--- config.mk ---
export PLATFORM = sky130hd
export DESIGN_NAME = gio_port
export DESIGN_NICKNAME = d
export VERILOG_FILES = /design/src/inc/gio_pkg.sv /design/src/verilog/gio_port.sv
export SDC_FILE = /design/constraint.sdc
export NUM_CORES = 1
export LEC_CHECK = 0
export BUFFER_PORTS_ARGS = -buffer_cell sky130_fd_sc_hd__clkbuf_2
export CAP_MARGIN = 5
export CORE_MARGIN = 5
export CORE_UTILIZATION = 48
export CTS_CLUSTER_DIAMETER = 150
export DETAILED_ROUTE_END_ITERATION = 7
export PLACE_DENSITY = 0.79
export RECOVER_POWER = 100
export SETUP_SLACK_MARGIN = 0.2
export SLEW_MARGIN = 20
export SYNTH_ARGS = -nofsm -noshare
export SYNTH_HDL_FRONTEND = slang
export SYNTH_SLANG_ARGS = --single-unit
--- constraint.sdc ---
create_clock -name clk_in -period 1.7 [get_ports clk_in]
set_input_delay 0.34 -clock clk_in [delete_from_list [all_inputs] [get_ports clk_in]]
set_output_delay 0.34 -clock clk_in [all_outputs]
set_load 0.02 [all_outputs]
--- src/inc/gio_pkg.sv ---
// Purpose: constants and types shared by the general I/O port logic
// Assumes: AXI4-Lite register access, 32-bit data, 8-bit byte addresses
// Notes:   register indices are kept as printed; byte address is four times the index
package gio_pkg;

    // ------------------------------------------------------------
    // register map
    // ------------------------------------------------------------
    localparam int ADDR_W = 8;
    localparam logic [ADDR_W-1:0] IDX_PA_DATA = 8'h02;
    localparam logic [ADDR_W-1:0] IDX_PA_DIR = 8'h03;
    localparam logic [ADDR_W-1:0] IDX_PB_DATA = 8'h04;
    localparam logic [ADDR_W-1:0] IDX_PB_DIR = 8'h05;
    localparam logic [ADDR_W-1:0] IDX_DRIVE_SEL = 8'h06;
    localparam logic [ADDR_W-1:0] ADDR_PA_DATA = 8'(IDX_PA_DATA * 4);
    localparam logic [ADDR_W-1:0] ADDR_PA_DIR = 8'(IDX_PA_DIR * 4);
    localparam logic [ADDR_W-1:0] ADDR_PB_DATA = 8'(IDX_PB_DATA * 4);
    localparam logic [ADDR_W-1:0] ADDR_PB_DIR = 8'(IDX_PB_DIR * 4);
    localparam logic [ADDR_W-1:0] ADDR_DRIVE_SEL = 8'(IDX_DRIVE_SEL * 4);

    // ------------------------------------------------------------
    // fields and reset values
    // ------------------------------------------------------------
    localparam logic [7:0] PORT_RESET = 8'h00;
    localparam logic [7:0] PB_PIN_MASK = 8'h0f;
    localparam int PB_PINS = 4;
    localparam int PULSE_CHANNELS = 6;
    localparam int BUZZER_PIN = 5;
    localparam int PIN4_DRIVE_BIT = 1;
    localparam int PIN5_DRIVE_BIT = 2;
    localparam int IFR_PIN = 3;
    localparam logic [1:0] DRIVE_RESET = 2'h0;
    localparam logic [1:0] RESP_OKAY = 2'h0;
    localparam logic [1:0] RESP_SLVERR = 2'h2;

    // ------------------------------------------------------------
    // types
    // ------------------------------------------------------------
    typedef struct packed {
        logic [7:0] dir;
        logic [7:0] data;
    } gio_port_regs_t;

    typedef struct packed {
        logic [1:0] resp;
        logic [31:0] data;
    } gio_rd_word_t;

endpackage : gio_pkg

--- src/verilog/gio_port.sv ---
// Purpose: general I/O ports A and B with alternate functions, AXI4-Lite registers
// Assumes: pins and peripheral signals synchronous to clk_in (50 MHz)
// Notes:   pin outputs are registered, one cycle behind their cause
`timescale 1ns/1ps
`default_nettype none

// Contract
// - direction bit 1 output, 0 input; read/write
// - port writes update stored data only when write strobe bit 0 is set
// - read gives data if output, pin if input
// - missing pin positions read zero
// - reset clears all direction and data bits
// - input mode: driver off, read from pin
// - output mode: drive and read stored bit
// - peripheral alternate output forces pin output
// - port A pins 0-5 carry pulse outputs
// - buzzer beats pulse channel 5 on pin 5
// - drive bit 2 selects pin 5 high drive
// - drive bit 1 selects pin 4 high drive
// - drive bits 7..3 read zero, ignore writes
// - converter channel code connects port B pin
// - channel 3 selection disables infrared input
module gio_port
    import gio_pkg::*;
(
    // clock and reset
    input wire logic clk_in,
    input wire logic rst_in,
    // axi4-lite write
    input wire logic [ADDR_W-1:0] awaddr_in,
    input wire logic awvalid_in,
    output logic awready_out,
    input wire logic [31:0] wdata_in,
    input wire logic [3:0] wstrb_in,
    input wire logic wvalid_in,
    output logic wready_out,
    output logic [1:0] bresp_out,
    output logic bvalid_out,
    input wire logic bready_in,
    // axi4-lite read
    input wire logic [ADDR_W-1:0] araddr_in,
    input wire logic arvalid_in,
    output logic arready_out,
    output logic [31:0] rdata_out,
    output logic [1:0] rresp_out,
    output logic rvalid_out,
    input wire logic rready_in,
    // port pins
    input wire logic [7:0] pa_pin_in,
    output logic [7:0] pa_pin_out,
    output logic [7:0] pa_pin_oe_out,
    input wire logic [PB_PINS-1:0] pb_pin_in,
    output logic [PB_PINS-1:0] pb_pin_out,
    output logic [PB_PINS-1:0] pb_pin_oe_out,
    // peripherals
    input wire logic [PULSE_CHANNELS-1:0] pulse_channel_output_enable_in,
    input wire logic [PULSE_CHANNELS-1:0] pulse_channel_in,
    input wire logic buzzer_enable_in,
    input wire logic buzzer_output_in,
    input wire logic converter_power_on_in,
    input wire logic [1:0] analog_channel_select_in,
    output logic pin4_high_drive_out,
    output logic pin5_high_drive_out,
    output logic [PB_PINS-1:0] analog_switch_en_out,
    output logic infrared_controller_out,
    output logic [7:0] pa_level_out,
    output logic [PB_PINS-1:0] pb_level_out
);

    // ------------------------------------------------------------
    // input synchroniser
    // ------------------------------------------------------------
    logic [7:0] pa_meta_ff, pa_sync_ff;
    logic [PB_PINS-1:0] pb_meta_ff, pb_sync_ff;

    always_ff @(posedge clk_in) begin
        if (rst_in) begin
            pa_meta_ff <= 8'h00;
            pa_sync_ff <= 8'h00;
            pb_meta_ff <= 4'h0;
            pb_sync_ff <= 4'h0;
        end else begin
            pa_meta_ff <= pa_pin_in;
            pa_sync_ff <= pa_meta_ff;
            pb_meta_ff <= pb_pin_in;
            pb_sync_ff <= pb_meta_ff;
        end
    end

    assign pa_level_out = pa_sync_ff;
    assign pb_level_out = pb_sync_ff;

    // ------------------------------------------------------------
    // registers
    // ------------------------------------------------------------
    gio_port_regs_t pa_ff, nxt_pa, pb_ff, nxt_pb;
    logic [1:0] drive_ff, nxt_drive;
    logic aw_held_ff, nxt_aw_held, w_held_ff, nxt_w_held;
    logic [ADDR_W-1:0] aw_addr_ff, nxt_aw_addr;
    logic [7:0] w_byte_ff, nxt_w_byte;
    logic w_lane_ff, nxt_w_lane;
    logic bvalid_ff, nxt_bvalid;
    logic [1:0] bresp_ff, nxt_bresp;
    logic do_wr;

    assign do_wr = aw_held_ff && w_held_ff && !bvalid_ff;
    assign awready_out = !aw_held_ff;
    assign wready_out = !w_held_ff;
    assign bvalid_out = bvalid_ff;
    assign bresp_out = bresp_ff;

    always_comb begin
        nxt_pa = pa_ff;
        nxt_pb = pb_ff;
        nxt_drive = drive_ff;
        nxt_aw_held = aw_held_ff;
        nxt_aw_addr = aw_addr_ff;
        nxt_w_held = w_held_ff;
        nxt_w_byte = w_byte_ff;
        nxt_w_lane = w_lane_ff;
        nxt_bvalid = bvalid_ff;
        nxt_bresp = bresp_ff;
        // address and data are taken independently, in either order
        if (awvalid_in && !aw_held_ff) begin
            nxt_aw_held = 1'b1;
            nxt_aw_addr = awaddr_in;
        end
        if (wvalid_in && !w_held_ff) begin
            nxt_w_held = 1'b1;
            nxt_w_byte = wdata_in[7:0];
            nxt_w_lane = wstrb_in[0];
        end
        if (bvalid_ff && bready_in) begin
            nxt_bvalid = 1'b0;
        end
        if (do_wr) begin
            nxt_aw_held = 1'b0;
            nxt_w_held = 1'b0;
            nxt_bvalid = 1'b1;
            nxt_bresp = RESP_OKAY;
            case (aw_addr_ff)
                ADDR_PA_DATA: if (w_lane_ff) nxt_pa.data = w_byte_ff;
                ADDR_PA_DIR: if (w_lane_ff) nxt_pa.dir = w_byte_ff;
                ADDR_PB_DATA: if (w_lane_ff) nxt_pb.data = w_byte_ff & PB_PIN_MASK;
                ADDR_PB_DIR: if (w_lane_ff) nxt_pb.dir = w_byte_ff & PB_PIN_MASK;
                ADDR_DRIVE_SEL: begin
                    // only the two drive bits are stored
                    if (w_lane_ff) nxt_drive = w_byte_ff[PIN5_DRIVE_BIT:PIN4_DRIVE_BIT];
                end
                default: nxt_bresp = RESP_SLVERR;
            endcase
        end
    end

    always_ff @(posedge clk_in) begin
        if (rst_in) begin
            pa_ff <= '{dir: PORT_RESET, data: PORT_RESET};
            pb_ff <= '{dir: PORT_RESET, data: PORT_RESET};
            drive_ff <= DRIVE_RESET;
            aw_held_ff <= 1'b0;
            aw_addr_ff <= 8'h00;
            w_held_ff <= 1'b0;
            w_byte_ff <= 8'h00;
            w_lane_ff <= 1'b0;
            bvalid_ff <= 1'b0;
            bresp_ff <= RESP_OKAY;
        end else begin
            pa_ff <= nxt_pa;
            pb_ff <= nxt_pb;
            drive_ff <= nxt_drive;
            aw_held_ff <= nxt_aw_held;
            aw_addr_ff <= nxt_aw_addr;
            w_held_ff <= nxt_w_held;
            w_byte_ff <= nxt_w_byte;
            w_lane_ff <= nxt_w_lane;
            bvalid_ff <= nxt_bvalid;
            bresp_ff <= nxt_bresp;
        end
    end

    // ------------------------------------------------------------
    // read channel
    // ------------------------------------------------------------
    logic [7:0] pa_read, pb_read;
    gio_rd_word_t rd_ff, nxt_rd;
    logic rvalid_ff, nxt_rvalid;

    assign pa_read = (pa_ff.dir & pa_ff.data) | (~pa_ff.dir & pa_sync_ff);
    assign pb_read = ((pb_ff.dir & pb_ff.data) | (~pb_ff.dir & {4'h0, pb_sync_ff}))
        & PB_PIN_MASK;
    assign arready_out = !rvalid_ff;
    assign rvalid_out = rvalid_ff;
    assign rdata_out = rd_ff.data;
    assign rresp_out = rd_ff.resp;

    always_comb begin
        nxt_rd = rd_ff;
        nxt_rvalid = rvalid_ff;
        if (rvalid_ff && rready_in) begin
            nxt_rvalid = 1'b0;
        end
        if (arvalid_in && !rvalid_ff) begin
            nxt_rvalid = 1'b1;
            nxt_rd.resp = RESP_OKAY;
            nxt_rd.data = 32'h0000_0000;
            case (araddr_in)
                ADDR_PA_DATA: nxt_rd.data[7:0] = pa_read;
                ADDR_PA_DIR: nxt_rd.data[7:0] = pa_ff.dir;
                ADDR_PB_DATA: nxt_rd.data[7:0] = pb_read;
                ADDR_PB_DIR: nxt_rd.data[7:0] = pb_ff.dir;
                ADDR_DRIVE_SEL: nxt_rd.data[PIN5_DRIVE_BIT:PIN4_DRIVE_BIT] = drive_ff;
                default: nxt_rd.resp = RESP_SLVERR;
            endcase
        end
    end

    always_ff @(posedge clk_in) begin
        if (rst_in) begin
            rd_ff <= '{resp: RESP_OKAY, data: 32'h0000_0000};
            rvalid_ff <= 1'b0;
        end else begin
            rd_ff <= nxt_rd;
            rvalid_ff <= nxt_rvalid;
        end
    end

    // ------------------------------------------------------------
    // pin drivers and alternate functions
    // ------------------------------------------------------------
    logic [7:0] pa_alt_en, pa_alt_val;
    logic [7:0] pa_out_ff, nxt_pa_out, pa_oe_ff, nxt_pa_oe;
    logic [PB_PINS-1:0] pb_out_ff, nxt_pb_out, pb_oe_ff, nxt_pb_oe;
    logic [1:0] hd_ff, nxt_hd;
    logic [PB_PINS-1:0] asw_ff, nxt_asw;
    logic ifr_ff, nxt_ifr;

    genvar gi;
    generate
        for (gi = 0; gi < 8; gi++) begin : g_pa_alt
            if (gi == BUZZER_PIN) begin : g_buz
                // buzzer has priority over the pulse channel here
                assign pa_alt_en[gi] = pulse_channel_output_enable_in[gi] || buzzer_enable_in;
                assign pa_alt_val[gi] = buzzer_enable_in ? buzzer_output_in
                    : pulse_channel_in[gi];
            end else if (gi < PULSE_CHANNELS) begin : g_pwm
                assign pa_alt_en[gi] = pulse_channel_output_enable_in[gi];
                assign pa_alt_val[gi] = pulse_channel_in[gi];
            end else begin : g_none
                assign pa_alt_en[gi] = 1'b0;
                assign pa_alt_val[gi] = 1'b0;
            end
        end
    endgenerate

    always_comb begin
        nxt_pa_oe = pa_ff.dir | pa_alt_en;
        nxt_pa_out = (pa_alt_en & pa_alt_val) | (~pa_alt_en & pa_ff.data);
        nxt_pb_oe = pb_ff.dir[PB_PINS-1:0];
        nxt_pb_out = pb_ff.data[PB_PINS-1:0];
        // high drive means nothing while the pin is not driven
        nxt_hd[1] = drive_ff[1] && nxt_pa_oe[5];
        nxt_hd[0] = drive_ff[0] && nxt_pa_oe[4];
        nxt_asw = 4'h0;
        if (converter_power_on_in) begin
            nxt_asw[analog_channel_select_in] = 1'b1;
        end
        nxt_ifr = pb_sync_ff[IFR_PIN] && !nxt_asw[IFR_PIN];
    end

    always_ff @(posedge clk_in) begin
        if (rst_in) begin
            pa_out_ff <= 8'h00;
            pa_oe_ff <= 8'h00;
            pb_out_ff <= 4'h0;
            pb_oe_ff <= 4'h0;
            hd_ff <= 2'h0;
            asw_ff <= 4'h0;
            ifr_ff <= 1'b0;
        end else begin
            pa_out_ff <= nxt_pa_out;
            pa_oe_ff <= nxt_pa_oe;
            pb_out_ff <= nxt_pb_out;
            pb_oe_ff <= nxt_pb_oe;
            hd_ff <= nxt_hd;
            asw_ff <= nxt_asw;
            ifr_ff <= nxt_ifr;
        end
    end

    assign pa_pin_out = pa_out_ff;
    assign pa_pin_oe_out = pa_oe_ff;
    assign pb_pin_out = pb_out_ff;
    assign pb_pin_oe_out = pb_oe_ff;
    assign pin5_high_drive_out = hd_ff[1];
    assign pin4_high_drive_out = hd_ff[0];
    assign analog_switch_en_out = asw_ff;
    assign infrared_controller_out = ifr_ff;
endmodule : gio_port

`default_nettype wire

### Word-level counts from Yosys, hierarchy flattened

Index checks and enable logic that the tools add are counted.

* eq/ne operators: 10
* order comparisons: 2
* bitwise logic cells: 14
* multiplexer cells: 13
* reduce and logical (&&, ||, !) cells: 28

Operators by type and width (number)
* 8-bit by 5-bit equality test with 1-bit output (second input constant): 6
* 8-bit by 4-bit equality test with 1-bit output (second input constant): 4
* 8-bit bitwise AND: 3
* 5-bit case mux with 4 select lines: 1
* 3-bit AND reduction: 5
* 1-bit logical AND: 11
* 2-bit case mux with 5 select lines: 1
* 5-bit OR reduction: 2
* 4-bit bitwise AND: 2
* 6-bit inverter with 8-bit output: 1
* 8-bit inverter: 1
* 6-bit by 8-bit bitwise OR with 8-bit output: 1
* 8-bit by 6-bit bitwise OR with 8-bit output: 1
* 8-bit bitwise OR: 1
* 6-bit bitwise AND: 1
* 1-bit two-way mux: 6
* 1-bit logical NOT: 5
* 2-bit two-way mux: 2
* 4-bit two-way mux: 1
* 4-bit inverter: 1
* 4-bit bitwise OR: 1
* 1-bit case mux with 4 select lines: 1
* 2-bit nonzero test: 2
* 2-bit OR reduction: 2
* other kinds (5): 5

* logic and storage cells: 94
* bits of input ports: 88
* output and inout port bits: 84
* bits in registers: 114

### Logic depth before layout (Yosys ltp)

Gate-level depths: netlist (run 1).

* depth in word-level cells: 7
* gate-level depth with buffers: 6
* mapped depth without buffers: 4

### Worst setup path before layout (run 1)

Ideal clock, no wire load.

* path type: reg2reg
* from: register aw_addr_ff[0]
* to: register drive_ff[0]
* data arrival time: 1.408 ns
* path slack: 0.169 ns
* cell stages (with the launch flop): 5
* path buffers: 0
* cells stage by stage: dfxtp_1 > nor4_4 > nand3_4 > or3_2 > mux2i_1

* cells in the longest elaborated chain, start to end: 2

RTL lines
* from (decl): line gio_port.sv:99 `logic [ADDR_W-1:0] aw_addr_ff, nxt_aw_addr;`
* from (signal assigned): line gio_port.sv:172 `aw_addr_ff <= nxt_aw_addr;`
* 8-bit by 5-bit equality test with 1-bit output: line gio_port.sv:141 `case (aw_addr_ff)`
* 3-bit AND reduction (no source line)
* to (signal assigned): line gio_port.sv:170 `drive_ff <= nxt_drive;`
* to (decl): line gio_port.sv:97 `logic [1:0] drive_ff, nxt_drive;`

Every way passes these cells.
A chain may end at the register's enable or synchronous reset.

### Worst setup path after layout (run 1)

* from: register aw_addr_ff[0]
* to: register pb_ff, in the netlist nxt_pb_oe[2]

* cells in the longest elaborated chain, start to end: 2

RTL lines
* 8-bit by 5-bit equality test with 1-bit output: line gio_port.sv:141
* 3-bit AND reduction (no source line)
* to (signal assigned): line gio_port.sv:158 `pb_ff <= '{dir: PORT_RESET, data: PORT_RESET};`
* to (signal assigned): line gio_port.sv:169 `pb_ff <= nxt_pb;`
* to (decl): line gio_port.sv:96 `gio_port_regs_t pa_ff, nxt_pa, pb_ff, nxt_pb;`

Every way passes these cells.

==> impl_metrics.prom, run 1 <==
# TYPE chip_impl_metric gauge
chip_impl_metric{name="buffer_ports.inserted",unit=""} 118
chip_impl_info{name="cell_with_the_biggest_individual_delay_on_the_critical_path",value="sky130_fd_sc_hd__nor4_4"} 1
chip_impl_metric{name="drt.antenna.violating_nets",unit=""} 0
chip_impl_metric{name="grt_pass1_wl",unit="um"} 16100
chip_impl_metric{name="holdPathStages",unit=""} 2
chip_impl_metric{name="leakagePower",unit="nW"} 2.27
chip_impl_metric{name="post_synthesis_mean_instance_area",unit="um2"} 9.68
chip_impl_metric{name="synth_adder_area_share",unit="%"} 0
chip_impl_metric{name="yosysSeqAreaShare",unit="%"} 52.7
chip_impl_info{name="critical_path.top_delay_family",value="simple AND/OR/NAND/NOR gates"} 1
chip_impl_metric{name="floorplan.core_area",unit="mm2"} 0.00868
chip_impl_info{name="cts_tree",value="built"} 1
chip_impl_info{name="r2r_start",value="aw_addr_ff[0]"} 1
chip_impl_metric{name="worstPathRequired",unit="ps"} 1940
chip_impl_metric{name="cts.clk_slew.worst_paths",unit="ps"} 100
chip_impl_info{name="critical_path_class",value="reg2reg"} 1
chip_impl_metric{name="hold_ws",unit="ps"} 166
chip_impl_info{name="min_path_type",value="in2reg"} 1
chip_impl_metric{name="place.gp.congestion",unit=""} 0.861
chip_impl_metric{name="fin_crit_period",unit="ps"} 1620
chip_impl_metric{name="finalWirelength",unit="um"} 9940
chip_impl_info{name="worst_r2r_endpoint",value="nxt_pb_oe[2]"} 1
chip_impl_info{name="ys_top_cells_by_count",value="112 x sky130_fd_sc_hd__dfxtp_1, 45 x sky130_fd_sc_hd__nand2b_1, 41 x sky130_fd_sc_hd__nor2_1, 36 x sky130_fd_sc_hd__mux2i_1, 29 x sky130_fd_sc_hd__nor2b_1"} 1
chip_impl_metric{name="antenna_found_initial",unit=""} 0
chip_impl_metric{name="cts_buffers",unit=""} 9
chip_impl_metric{name="layout.cell_area.non_filler",unit="mm2"} 0.00519
chip_impl_metric{name="cts.sink_count",unit=""} 112
chip_impl_info{name="crit_path_end_kind",value="flip-flop"} 1
chip_impl_info{name="synth_top_cells_by_area",value="sky130_fd_sc_hd__dfxtp_1 53%, sky130_fd_sc_hd__mux2i_1 8.5%, sky130_fd_sc_hd__nand2b_1 6.6%"} 1
chip_impl_metric{name="drt_pre_antenna_iters",unit=""} 5
chip_impl_info{name="yosys.cell_count.top_type",value="sky130_fd_sc_hd__dfxtp_1"} 1
chip_impl_metric{name="worst_ep_arrival_time",unit="ps"} 1860
chip_impl_metric{name="fin_crit_sh",unit="%"} 95.4
chip_impl_metric{name="slew_viol_final",unit=""} 0
chip_impl_metric{name="synth_largest_type_area_fraction",unit="%"} 52.7
chip_impl_info{name="status",value="finished clean"} 1
chip_impl_metric{name="skew_pair_late_insertion_delay",unit="ps"} 360
chip_impl_metric{name="area_growth_synth_to_finish",unit="%"} 22.1
chip_impl_metric{name="floorplan.initialDensity",unit="%"} 49.0
chip_impl_metric{name="timing.max_slew.rel_slack",unit="%"} 61.2
chip_impl_metric{name="r2r_slack",unit="ps"} 80
chip_impl_metric{name="io-pin-count",unit=""} 172
chip_impl_metric{name="drcViolationCount",unit=""} 0
chip_impl_metric{name="post_route_clock_skew",unit="ps"} 17.7
chip_impl_info{name="min_from",value="rready_in"} 1
chip_impl_metric{name="detailed_place.area",unit="mm2"} 0.00497
chip_impl_metric{name="final.fill_count",unit=""} 773
chip_impl_metric{name="routed_wire_length_per_instance",unit="um"} 14.4
chip_impl_metric{name="cts-root-to-sink-buffers",unit=""} 2
chip_impl_metric{name="post_drt_via_cell_ratio",unit=""} 4.85
chip_impl_metric{name="synthesis.yosys.warnings",unit=""} 0
chip_impl_metric{name="max_clock_freq",unit="MHz"} 616
chip_impl_metric{name="drv_cap",unit=""} 0
chip_impl_metric{name="max_slew.worst_pin.slew",unit="ps"} 582
chip_impl_metric{name="synthCells",unit=""} 439
chip_impl_metric{name="post_route_cells_drive_above_1_share",unit="%"} 21.0
chip_impl_info{name="yosys.area.top_type",value="sky130_fd_sc_hd__dfxtp_1"} 1
chip_impl_info{name="cts.root.buffer_cell",value="sky130_fd_sc_hd__clkbuf_8"} 1
chip_impl_metric{name="timing.final.hold_violations",unit=""} 0
chip_impl_metric{name="max-vdd-ir-drop",unit="mV"} 0.494
chip_impl_metric{name="grt_start_max_net_pins",unit=""} 32
chip_impl_metric{name="cp_slowest_stage_delay",unit="ps"} 390
chip_impl_metric{name="global_route.usage.total",unit="%"} 17.9
chip_impl_metric{name="seq_area",unit="mm2"} 0.00225
chip_impl_info{name="grt_setup_unrepaired",value="yes"} 1
chip_impl_info{name="yosys_most_used_dff",value="sky130_fd_sc_hd__dfxtp_1"} 1
chip_impl_metric{name="row_count",unit=""} 34
chip_impl_metric{name="finalSetupViolCount",unit=""} 0
chip_impl_metric{name="synth_compound_area_share",unit="%"} 8.36
chip_impl_metric{name="nNetsFinal",unit=""} 665
chip_impl_info{name="timing.hold.worst_endpoint",value="rvalid_out"} 1
chip_impl_info{name="synth_top_family_by_area",value="simple AND/OR/NAND/NOR gates"} 1
chip_impl_metric{name="detailedPlacementHpwl",unit="um"} 7590
chip_impl_metric{name="critPathBufInv",unit=""} 2
chip_impl_metric{name="power_per_cell_area",unit="mW/mm2"} 906
chip_impl_metric{name="synth-async-reset-ratio",unit="%"} 0
chip_impl_metric{name="crit_path_max_fanout",unit=""} 4
chip_impl_metric{name="die-height",unit="um"} 104
chip_impl_metric{name="drt-initial-drc-count",unit=""} 186
chip_impl_metric{name="cts_max_level",unit=""} 3
chip_impl_metric{name="grt.overflow.total",unit=""} 0
chip_impl_metric{name="ff2ff_path_depth",unit=""} 6
chip_impl_metric{name="yosys.cell_types.count",unit=""} 34
chip_impl_metric{name="route.vias.total",unit=""} 3346
chip_impl_metric{name="fp.dieArea",unit="mm2"} 0.0108
chip_impl_metric{name="synthesis.area",unit="mm2"} 0.00425
chip_impl_info{name="critical_path_cell_by_cell",value="nor4_4 -> buf_4 -> nor4b_4 -> nand2b_1 -> buf_6 -> mux2i_1"} 1
chip_impl_metric{name="yosys_register_bits",unit=""} 112
chip_impl_metric{name="dieWidth",unit="um"} 104
chip_impl_metric{name="synth.area.mux_share",unit="%"} 8.48
chip_impl_info{name="cp_launch_type",value="flip-flop"} 1
chip_impl_metric{name="multiInputGateArea",unit="mm2"} 0.00182
chip_impl_metric{name="yosys.area_share.simple",unit="%"} 22.5
chip_impl_metric{name="first_global_vias",unit=""} 3274
chip_impl_metric{name="antenna_cells_inserted",unit=""} 0
chip_impl_metric{name="synthXorXnorAreaFrac",unit="%"} 0
chip_impl_metric{name="synth-edff-count",unit=""} 0
power breakdown:
group,internal (mW),switching [mW],total [mW]
logic,0.204,0.309,0.513
registers,2.70,0.0470,2.75
clock network,0.547,0.894,1.44
kinds of logic (layout without fill, tap and decap cells):
kind of cell	count (synthesis)	after routing
buf+inv	61	179
compound gates	60	60
mux	36	36
other cells	1	26
flops	112	112
simple gates	169	169
registers in the layout, indices dropped and copies added (netlist names), 4 cells and up:
| name | count |
|---|---|
| pa_ff | 16 |
| pb_pin_oe_out | 4 |
| pa_pin_oe_out | 8 |
| nxt_pb_oe | 4 |
| rdata_out | 8 |
| w_byte_ff | 8 |
| pb_pin_out | 4 |
| pb_level_out | 4 |
| pa_pin_out | 8 |
| pa_meta_ff | 8 |
| pb_meta_ff | 4 |
| aw_addr_ff | 8 |
| nxt_pb_out | 4 |
| analog_switch_en_out | 4 |
| pa_level_out | 8 |
stage by stage:
step | std cells | worst slack, ps | setup TNS (ps) | power (mW) | utilization (%)
floorplan | 464 | 210 | 0 | 3.14 | -
global placement | 665 | 49.3 | 0 | 3.28 | 57.2
detailed placement | 665 | -25.9 | -99.3 | 3.30 | 57.2
CTS | 685 | 94.1 | 0 | 4.71 | 60.0
global route | 690 | -12.2 | -31.5 | 4.91 | 59.8
finish | 690 | 77.9 | 0 | 4.70 | 59.8
layout by cell type, fill, tap and decap left out, drive strengths merged, types with 3 or more instances in the layout:
| cell type | count |
|---|---|
| mux2i | 36 |
| buf | 24 |
| nand2 | 27 |
| o21a | 3 |
| nand3 | 4 |
| a22o | 4 |
| clkinv | 5 |
| a211oi | 4 |
| nand2b | 45 |
| nor2b | 29 |
| o31ai | 3 |
| conb | 26 |
| or3 | 4 |
| nor2 | 41 |
| inv | 17 |
| clkbuf | 132 |
| a21oi | 19 |
| or3b | 5 |
| o21ai | 23 |
| dfxtp | 112 |
| nor3 | 4 |
per-layer routing:
layer | wire [um] | part of all wire [%] | GRT usage, %
met4 | 187 | 1.9 | 5.18
met5 | 0 | 0 | 0
met2 | 4820 | 48 | 30.0
met1 | 4180 | 42 | 22.3
met3 | 749 | 7.5 | 5.52
how the worst max path moves through the flow:
stage	end	cells past startpoint	start
floorplan	pa_ff[1]	5	aw_addr_ff[0]
global placement	nxt_pb_oe[1]	5	aw_addr_ff[0]
detailed placement	nxt_pb_oe[2]	5	aw_addr_ff[0]
CTS	pa_ff[9]	6	aw_addr_ff[6]
global route	pa_ff[15]	6	aw_addr_ff[0]
finish	nxt_pb_oe[2]	6	aw_addr_ff[0]
area by class of cell:
| cell class | count | share of cell area [%] |
|---|---|---|
| multi-input combinational | 291 | 35.0 |
| clock inverter | 7 | 1.08 |
| clock buffer | 9 | 2.39 |
| inverter | 16 | 1.16 |
| tap | 108 | 2.60 |
| sequential | 112 | 43.3 |
| timing repair buffer | 147 | 14.5 |
repair_timing:
action,4_1_cts,5_1_grt
pin swaps,3,6
setup endpoints to repair,26,35
hold buffers,0,0
buffers inserted,4,5
gates resized for setup,10,13
No activity file was read; power rests on OpenSTA's default activity.
==> inputs of run 2 (changes only) <==
Settings changed: PLACE_DENSITY 0.79 to not set, PLACE_DENSITY_LB_ADDON set to 0.08.
==> impl_metrics.prom, run 2 (same netlist as run 1, synthesis figures left out) <==
# TYPE chip_impl_metric gauge
chip_impl_metric{name="totalPowerFinal",unit="mW"} 4.61
chip_impl_metric{name="drcViolationCount",unit=""} 0
chip_impl_metric{name="fin_worst_setup_slack",unit="ps"} 93.6
chip_impl_metric{name="skew_pair_late_insertion_delay",unit="ps"} 350
chip_impl_metric{name="seq_area",unit="mm2"} 0.00225
chip_impl_metric{name="drv_cap",unit=""} 0
chip_impl_metric{name="cts-root-to-sink-buffers",unit=""} 2
chip_impl_metric{name="io-pin-count",unit=""} 172
chip_impl_metric{name="worstPathRequired",unit="ps"} 1980
chip_impl_metric{name="finalWirelength",unit="um"} 9580
chip_impl_info{name="min_path_type",value="in2reg"} 1
chip_impl_metric{name="max_clock_freq",unit="MHz"} 622
chip_impl_info{name="grt_setup_unrepaired",value="yes"} 1
chip_impl_metric{name="post_drt_via_cell_ratio",unit=""} 4.78
chip_impl_metric{name="cts_buffers",unit=""} 9
chip_impl_metric{name="worst_ep_arrival_time",unit="ps"} 1890
chip_impl_metric{name="r2r_slack",unit="ps"} 90
chip_impl_metric{name="grt.overflow.total",unit=""} 0
chip_impl_metric{name="cp_slowest_stage_delay",unit="ps"} 390
chip_impl_metric{name="fp.dieArea",unit="mm2"} 0.0108
chip_impl_metric{name="area_growth_synth_to_finish",unit="%"} 18.9
chip_impl_metric{name="max-vdd-ir-drop",unit="mV"} 0.468
chip_impl_info{name="largest_register",value="pa_ff"} 1
chip_impl_metric{name="critPathBufInv",unit=""} 2
chip_impl_metric{name="wirelength_met1",unit="um"} 4460
chip_impl_metric{name="ff2ff_path_depth",unit=""} 6
chip_impl_metric{name="crit_path_max_fanout",unit=""} 8
chip_impl_metric{name="multiInputGateArea",unit="mm2"} 0.00178
chip_impl_metric{name="route.vias.total",unit=""} 3244
chip_impl_metric{name="drt.antenna.violating_nets",unit=""} 0
chip_impl_metric{name="pre_cts_ws",unit="ps"} -35.9
chip_impl_metric{name="timing.max_slew.rel_slack",unit="%"} 58.6
chip_impl_metric{name="grt_start_max_net_pins",unit=""} 32
chip_impl_info{name="r2r_start",value="aw_addr_ff[0]"} 1
chip_impl_metric{name="dieWidth",unit="um"} 104
chip_impl_metric{name="postLayoutCoreUtil",unit="%"} 58.3
chip_impl_metric{name="die-height",unit="um"} 104
chip_impl_info{name="timing.hold.worst_endpoint",value="pb_meta_ff[0]"} 1
chip_impl_metric{name="grt_pass1_wl",unit="um"} 15200
chip_impl_info{name="critical_path.top_delay_family",value="simple AND/OR/NAND/NOR gates"} 1
chip_impl_metric{name="timing.final.hold_violations",unit=""} 0
chip_impl_metric{name="fin_crit_sh",unit="%"} 94.5
chip_impl_metric{name="detailedPlacementHpwl",unit="um"} 7420
chip_impl_metric{name="hold_ws",unit="ps"} 198
chip_impl_metric{name="slew_viol_final",unit=""} 0
chip_impl_info{name="status",value="finished clean"} 1
chip_impl_metric{name="count_of_hold_fix_buffers_inserted_at_cts",unit=""} 0
chip_impl_info{name="cp_launch_type",value="flip-flop"} 1
chip_impl_metric{name="floorplan.initialDensity",unit="%"} 49.0
chip_impl_info{name="critical_path_class",value="reg2reg"} 1
chip_impl_info{name="layout_common_cells",value="109 x sky130_fd_sc_hd__dfxtp_1, 64 x sky130_fd_sc_hd__clkbuf_1, 60 x sky130_fd_sc_hd__clkbuf_2"} 1
chip_impl_metric{name="row_count",unit=""} 34
chip_impl_info{name="critical_path_cell_by_cell",value="nor4_4 -> nand3_4 -> buf_6 -> nor3_4 -> buf_12 -> mux2i_1"} 1
chip_impl_metric{name="first_global_vias",unit=""} 3171
chip_impl_metric{name="nNetsFinal",unit=""} 655
chip_impl_metric{name="final.fill_count",unit=""} 871
chip_impl_info{name="cts.root.buffer_cell",value="sky130_fd_sc_hd__clkbuf_8"} 1
chip_impl_metric{name="largest_register_ff_count",unit=""} 16
chip_impl_info{name="worst_r2r_endpoint",value="pa_ff[13]"} 1
chip_impl_metric{name="max_slew.worst_pin.slew",unit="ps"} 622
chip_impl_metric{name="place.gp.congestion",unit=""} 0.843
chip_impl_metric{name="buffer_ports.inserted",unit=""} 118
chip_impl_metric{name="global_route.usage.total",unit="%"} 17.0
chip_impl_metric{name="drt_pre_antenna_iters",unit=""} 4
chip_impl_metric{name="holdPathStages",unit=""} 2
chip_impl_metric{name="setup_total_negative_slack",unit="ps"} 0
chip_impl_info{name="cell_with_the_biggest_individual_delay_on_the_critical_path",value="sky130_fd_sc_hd__nor4_4"} 1
chip_impl_metric{name="post_route_clock_skew",unit="ps"} 12.8
chip_impl_metric{name="antenna_found_initial",unit=""} 0
chip_impl_metric{name="antenna_cells_inserted",unit=""} 0
chip_impl_info{name="cts_tree",value="built"} 1
chip_impl_metric{name="met3WireLength",unit="um"} 766
chip_impl_metric{name="fin_crit_period",unit="ps"} 1610
chip_impl_metric{name="met2RoutedLength",unit="um"} 4270
chip_impl_metric{name="floorplan.core_area",unit="mm2"} 0.00868
chip_impl_metric{name="cts.clk_slew.worst_paths",unit="ps"} 100
chip_impl_metric{name="drt-initial-drc-count",unit=""} 76
chip_impl_info{name="layout_commonest_cell",value="sky130_fd_sc_hd__dfxtp_1"} 1
chip_impl_metric{name="cts.sink_count",unit=""} 112
chip_impl_info{name="min_from",value="pb_pin_in[0]"} 1
chip_impl_metric{name="cts_max_level",unit=""} 3
chip_impl_info{name="highest_layer",value="met4"} 1
chip_impl_metric{name="power_per_cell_area",unit="mW/mm2"} 911
chip_impl_metric{name="routed_wire_length_per_instance",unit="um"} 14.1
chip_impl_info{name="crit_path_end_kind",value="flip-flop"} 1
chip_impl_metric{name="post_route_cells_drive_above_1_share",unit="%"} 18.4
chip_impl_metric{name="finalSetupViolCount",unit=""} 0
chip_impl_metric{name="leakagePower",unit="nW"} 2.20
## run 2: routing by layer
layer  GRT usage, %  vias up
met4           4.44        0
li1               -     1657
met5              0        -
met3           5.15        9
met2           26.3      113
met1           23.3     1465
## run 2: final cells by class
type,count,share of cell area (%)
Clock buffer,10,2.52
Inverter,16,1.19
Timing Repair Buffer,137,13.2
Clock inverter,5,0.693
Sequential cell,112,44.4
Tap cell,108,2.67
Multi-Input combinational cell,291,35.3
## run 2: power by group
group / internal, mW / total [mW] / switching, mW
Sequential: 2.70 / 2.74 / 0.0404
Combinational: 0.186 / 0.485 / 0.298
Clock: 0.528 / 1.38 / 0.851
Total: 3.42 / 4.61 / 1.19
## run 2: timing repair
item / CTS / global route
setup buffers: 3 / 0
endpoints found under the hold margin: 0 / 0
cloned: 0 / 0
pin swaps: 3 / 4
endpoints found under the setup margin: 26 / 32
resized for setup: 6 / 2
## run 2: worst max path at each step
stage,start,to,slack (ps),cells past startpoint
finish,aw_addr_ff[0],pa_ff[13],90,6
detailed placement,aw_addr_ff[0],nxt_pb_out[1],-40,4
CTS,aw_addr_ff[6],pa_ff[13],60,6
global route,aw_addr_ff[0],pa_ff[10],-1,6
floorplan,aw_addr_ff[0],pa_ff[1],210,5
global placement,aw_addr_ff[0],nxt_pb_out[1],-0.4,4
## run 2: stage by stage
stage,cell area (um2),instances
after floorplan,4350,464
after global placement,4950,661
after detailed placement,4950,661
after CTS,5150,679
after global routing,5060,679
final,5060,679
==> inputs of run 3 (changes only) <==
Settings changed: SETUP_SLACK_MARGIN 0.2 to 0.5.
==> impl_metrics.prom, run 3 (same netlist as run 1, synthesis figures left out) <==
# TYPE chip_impl_metric gauge
chip_impl_metric{name="finalSetupViolCount",unit=""} 0
chip_impl_info{name="status",value="finished clean"} 1
chip_impl_metric{name="finalWirelength",unit="um"} 10000
chip_impl_metric{name="worst_ep_arrival_time",unit="ps"} 1890
chip_impl_metric{name="buffer_ports.inserted",unit=""} 118
chip_impl_metric{name="netSwitchingFraction",unit="%"} 26.4
chip_impl_info{name="layout_commonest_cell",value="sky130_fd_sc_hd__dfxtp_1"} 1
chip_impl_metric{name="crit_path_max_fanout",unit=""} 6
chip_impl_metric{name="cts-root-to-sink-buffers",unit=""} 2
chip_impl_metric{name="setup_total_negative_slack",unit="ps"} 0
chip_impl_metric{name="cp_slowest_stage_delay",unit="ps"} 400
chip_impl_metric{name="first_global_vias",unit=""} 3158
chip_impl_metric{name="leakagePower",unit="nW"} 2.63
chip_impl_metric{name="routed_wire_length_per_instance",unit="um"} 14.6
chip_impl_info{name="cell_with_the_biggest_individual_delay_on_the_critical_path",value="sky130_fd_sc_hd__or3_4"} 1
chip_impl_metric{name="max-vdd-ir-drop",unit="mV"} 0.519
chip_impl_metric{name="drt_pre_antenna_iters",unit=""} 4
chip_impl_metric{name="antenna_found_initial",unit=""} 1
chip_impl_metric{name="max_clock_freq",unit="MHz"} 605
chip_impl_metric{name="post_drt_via_cell_ratio",unit=""} 4.78
chip_impl_metric{name="io-pin-count",unit=""} 172
chip_impl_metric{name="slew_viol_final",unit=""} 0
chip_impl_metric{name="worstPathRequired",unit="ps"} 1940
chip_impl_metric{name="cts_max_level",unit=""} 3
chip_impl_info{name="critical_path_class",value="reg2reg"} 1
chip_impl_metric{name="cell_internal_power_dissipation",unit="mW"} 3.56
chip_impl_metric{name="hold_ws",unit="ps"} 169
chip_impl_metric{name="route.vias.total",unit=""} 3293
chip_impl_metric{name="p_clk_share",unit="%"} 31.2
chip_impl_metric{name="grt_pass1_wl",unit="um"} 15700
chip_impl_metric{name="seq_area",unit="mm2"} 0.00231
chip_impl_info{name="cp_launch_type",value="flip-flop"} 1
chip_impl_metric{name="drcViolationCount",unit=""} 0
chip_impl_metric{name="place.gp.congestion",unit=""} 0.790
chip_impl_metric{name="area_growth_synth_to_finish",unit="%"} 36.7
chip_impl_metric{name="floorplan.core_area",unit="mm2"} 0.00868
chip_impl_metric{name="post_route_cells_drive_above_1_share",unit="%"} 40.1
chip_impl_metric{name="grt_start_max_net_pins",unit=""} 29
chip_impl_metric{name="power_per_cell_area",unit="mW/mm2"} 833
chip_impl_metric{name="die-height",unit="um"} 104
chip_impl_metric{name="seq_power_share",unit="%"} 56.9
chip_impl_metric{name="combPwrFrac",unit="%"} 11.9
chip_impl_metric{name="antenna_cells_inserted",unit=""} 0
chip_impl_info{name="critical_path.top_delay_family",value="simple AND/OR/NAND/NOR gates"} 1
chip_impl_metric{name="floorplan.initialDensity",unit="%"} 49.0
chip_impl_info{name="cts.root.buffer_cell",value="sky130_fd_sc_hd__clkbuf_8"} 1
chip_impl_metric{name="final.fill_count",unit=""} 731
chip_impl_metric{name="drv_cap",unit=""} 0
chip_impl_info{name="grt_setup_unrepaired",value="yes"} 1
chip_impl_metric{name="timing.final.hold_violations",unit=""} 0
chip_impl_metric{name="drt.antenna.violating_nets",unit=""} 0
chip_impl_info{name="largest_register",value="pa_ff"} 1
chip_impl_metric{name="global_route.usage.total",unit="%"} 17.7
chip_impl_metric{name="largest_register_ff_count",unit=""} 16
chip_impl_info{name="layout_common_cells",value="69 x sky130_fd_sc_hd__dfxtp_1, 63 x sky130_fd_sc_hd__clkbuf_2, 43 x sky130_fd_sc_hd__nand2b_1"} 1
chip_impl_info{name="cts_tree",value="built"} 1
chip_impl_metric{name="dieWidth",unit="um"} 104
chip_impl_metric{name="switchingPower",unit="mW"} 1.28
chip_impl_metric{name="post_route_clock_skew",unit="ps"} 6.87
chip_impl_metric{name="cts.clk_slew.worst_paths",unit="ps"} 110
chip_impl_metric{name="critPathBufInv",unit=""} 1
chip_impl_metric{name="grt.overflow.total",unit=""} 0
chip_impl_info{name="min_path_type",value="in2reg"} 1
chip_impl_metric{name="fp.dieArea",unit="mm2"} 0.0108
chip_impl_metric{name="detailedPlacementHpwl",unit="um"} 7410
chip_impl_metric{name="nNetsFinal",unit=""} 664
chip_impl_info{name="crit_path_end_kind",value="flip-flop"} 1
chip_impl_metric{name="max_slew.worst_pin.slew",unit="ps"} 626
chip_impl_metric{name="fin_crit_period",unit="ps"} 1650
chip_impl_metric{name="row_count",unit=""} 34
chip_impl_metric{name="postLayoutCoreUtil",unit="%"} 67.0
chip_impl_info{name="critical_path_cell_by_cell",value="nor4_4 -> nand3_4 -> or3_4 -> buf_8 -> mux2i_1"} 1
chip_impl_metric{name="fin_crit_sh",unit="%"} 97.3
chip_impl_metric{name="cts.sink_count",unit=""} 112
chip_impl_metric{name="cts_buffers",unit=""} 9
chip_impl_metric{name="skew_pair_late_insertion_delay",unit="ps"} 360
chip_impl_metric{name="timing.max_slew.rel_slack",unit="%"} 58.3
chip_impl_metric{name="drt-initial-drc-count",unit=""} 90
chip_impl_metric{name="multiInputGateArea",unit="mm2"} 0.00189
==> run 3: changes by cell type in the layout (fill, tap and decap cells not counted), moves of 4 or more <==
cell                       before  now
sky130_fd_sc_hd__buf_8          0   35
sky130_fd_sc_hd__dfxtp_1      109   69
sky130_fd_sc_hd__or3b_2         5    0
sky130_fd_sc_hd__clkbuf_1      64    7
sky130_fd_sc_hd__a21oi_2        0    5
sky130_fd_sc_hd__dfxtp_4        0    4
sky130_fd_sc_hd__a21oi_1       19   13
sky130_fd_sc_hd__dfxtp_2        3   39
sky130_fd_sc_hd__buf_4         10   26
sky130_fd_sc_hd__buf_6          1   14
sky130_fd_sc_hd__or3b_4         0    5
==> run 3: final timing paths <==
kind | cells past startpoint | slack, ps | start | to
max | 5 | 50 | aw_addr_ff[6] | pa_ff[1]
min | 2 | 170 | rready_in | rvalid_out
max reg2reg | 5 | 50 | aw_addr_ff[6] | pa_ff[1]
min reg2reg | 1 | 440 | pa_meta_ff[7] | pa_level_out[7]
==> run 3: metrics by stage <==
| stage | instances | setup slack, ps | power (mW) | area [um2] |
|---|---|---|---|---|
| after detailed placement | 662 | 62.1 | 3.30 | 4970 |
| final | 689 | 46.0 | 4.84 | 5810 |
| after floorplan | 464 | 207 | 3.15 | 4390 |
| after global placement | 662 | 62.8 | 3.29 | 4970 |
| after CTS | 687 | 97.5 | 4.85 | 5620 |
| after global routing | 689 | -15.3 | 5.06 | 5810 |
==> run 3: area by class of cell <==
cell class	count	area share, %
Multi-Input combinational cell	291	32.6
Timing Repair Buffer	146	21.1
Sequential cell	112	39.7
Clock buffer	10	2.37
Clock inverter	6	0.904
Tap cell	108	2.33
Inverter	16	1.08
==> run 3: repair_timing <==
action / in CTS / in global routing
setup buffers: 9 / 2
hold buffers: 0 / 0
pin swaps: 17 / 11
gates resized for setup: 123 / 120
setup endpoints to repair: 72 / 93
==> run 3: power by group through the flow <==
| stage | Sequential, mW | Combinational [mW] | Clock (mW) |
|---|---|---|---|
| after detailed placement | 2.81 | 0.489 | 0 |
| after floorplan | 2.84 | 0.310 | 0 |
| final | 2.76 | 0.577 | 1.51 |
| after CTS | 2.75 | 0.551 | 1.55 |
| after global routing | 2.77 | 0.628 | 1.67 |
| after global placement | 2.80 | 0.485 | 0 |
==> run 3: worst reg2reg max path, stage by stage, from the launching register on <==
cell and delay [ps]:
sky130_fd_sc_hd__dfxtp_2 350, sky130_fd_sc_hd__nor4_4 380, sky130_fd_sc_hd__nand3_4 120, sky130_fd_sc_hd__or3_4 400, sky130_fd_sc_hd__buf_8 150, sky130_fd_sc_hd__mux2i_1 120
==> run 3: per-layer routing <==
metal,share of wire (%),GRT usage [%],vias up,routed length [um]
li1,-,-,1666,-
met1,45,24.1,1488,4480
met2,47,27.1,129,4670
met3,7.8,5.65,8,779
met4,0.83,4.44,2,83
met5,0.20,0,-,20
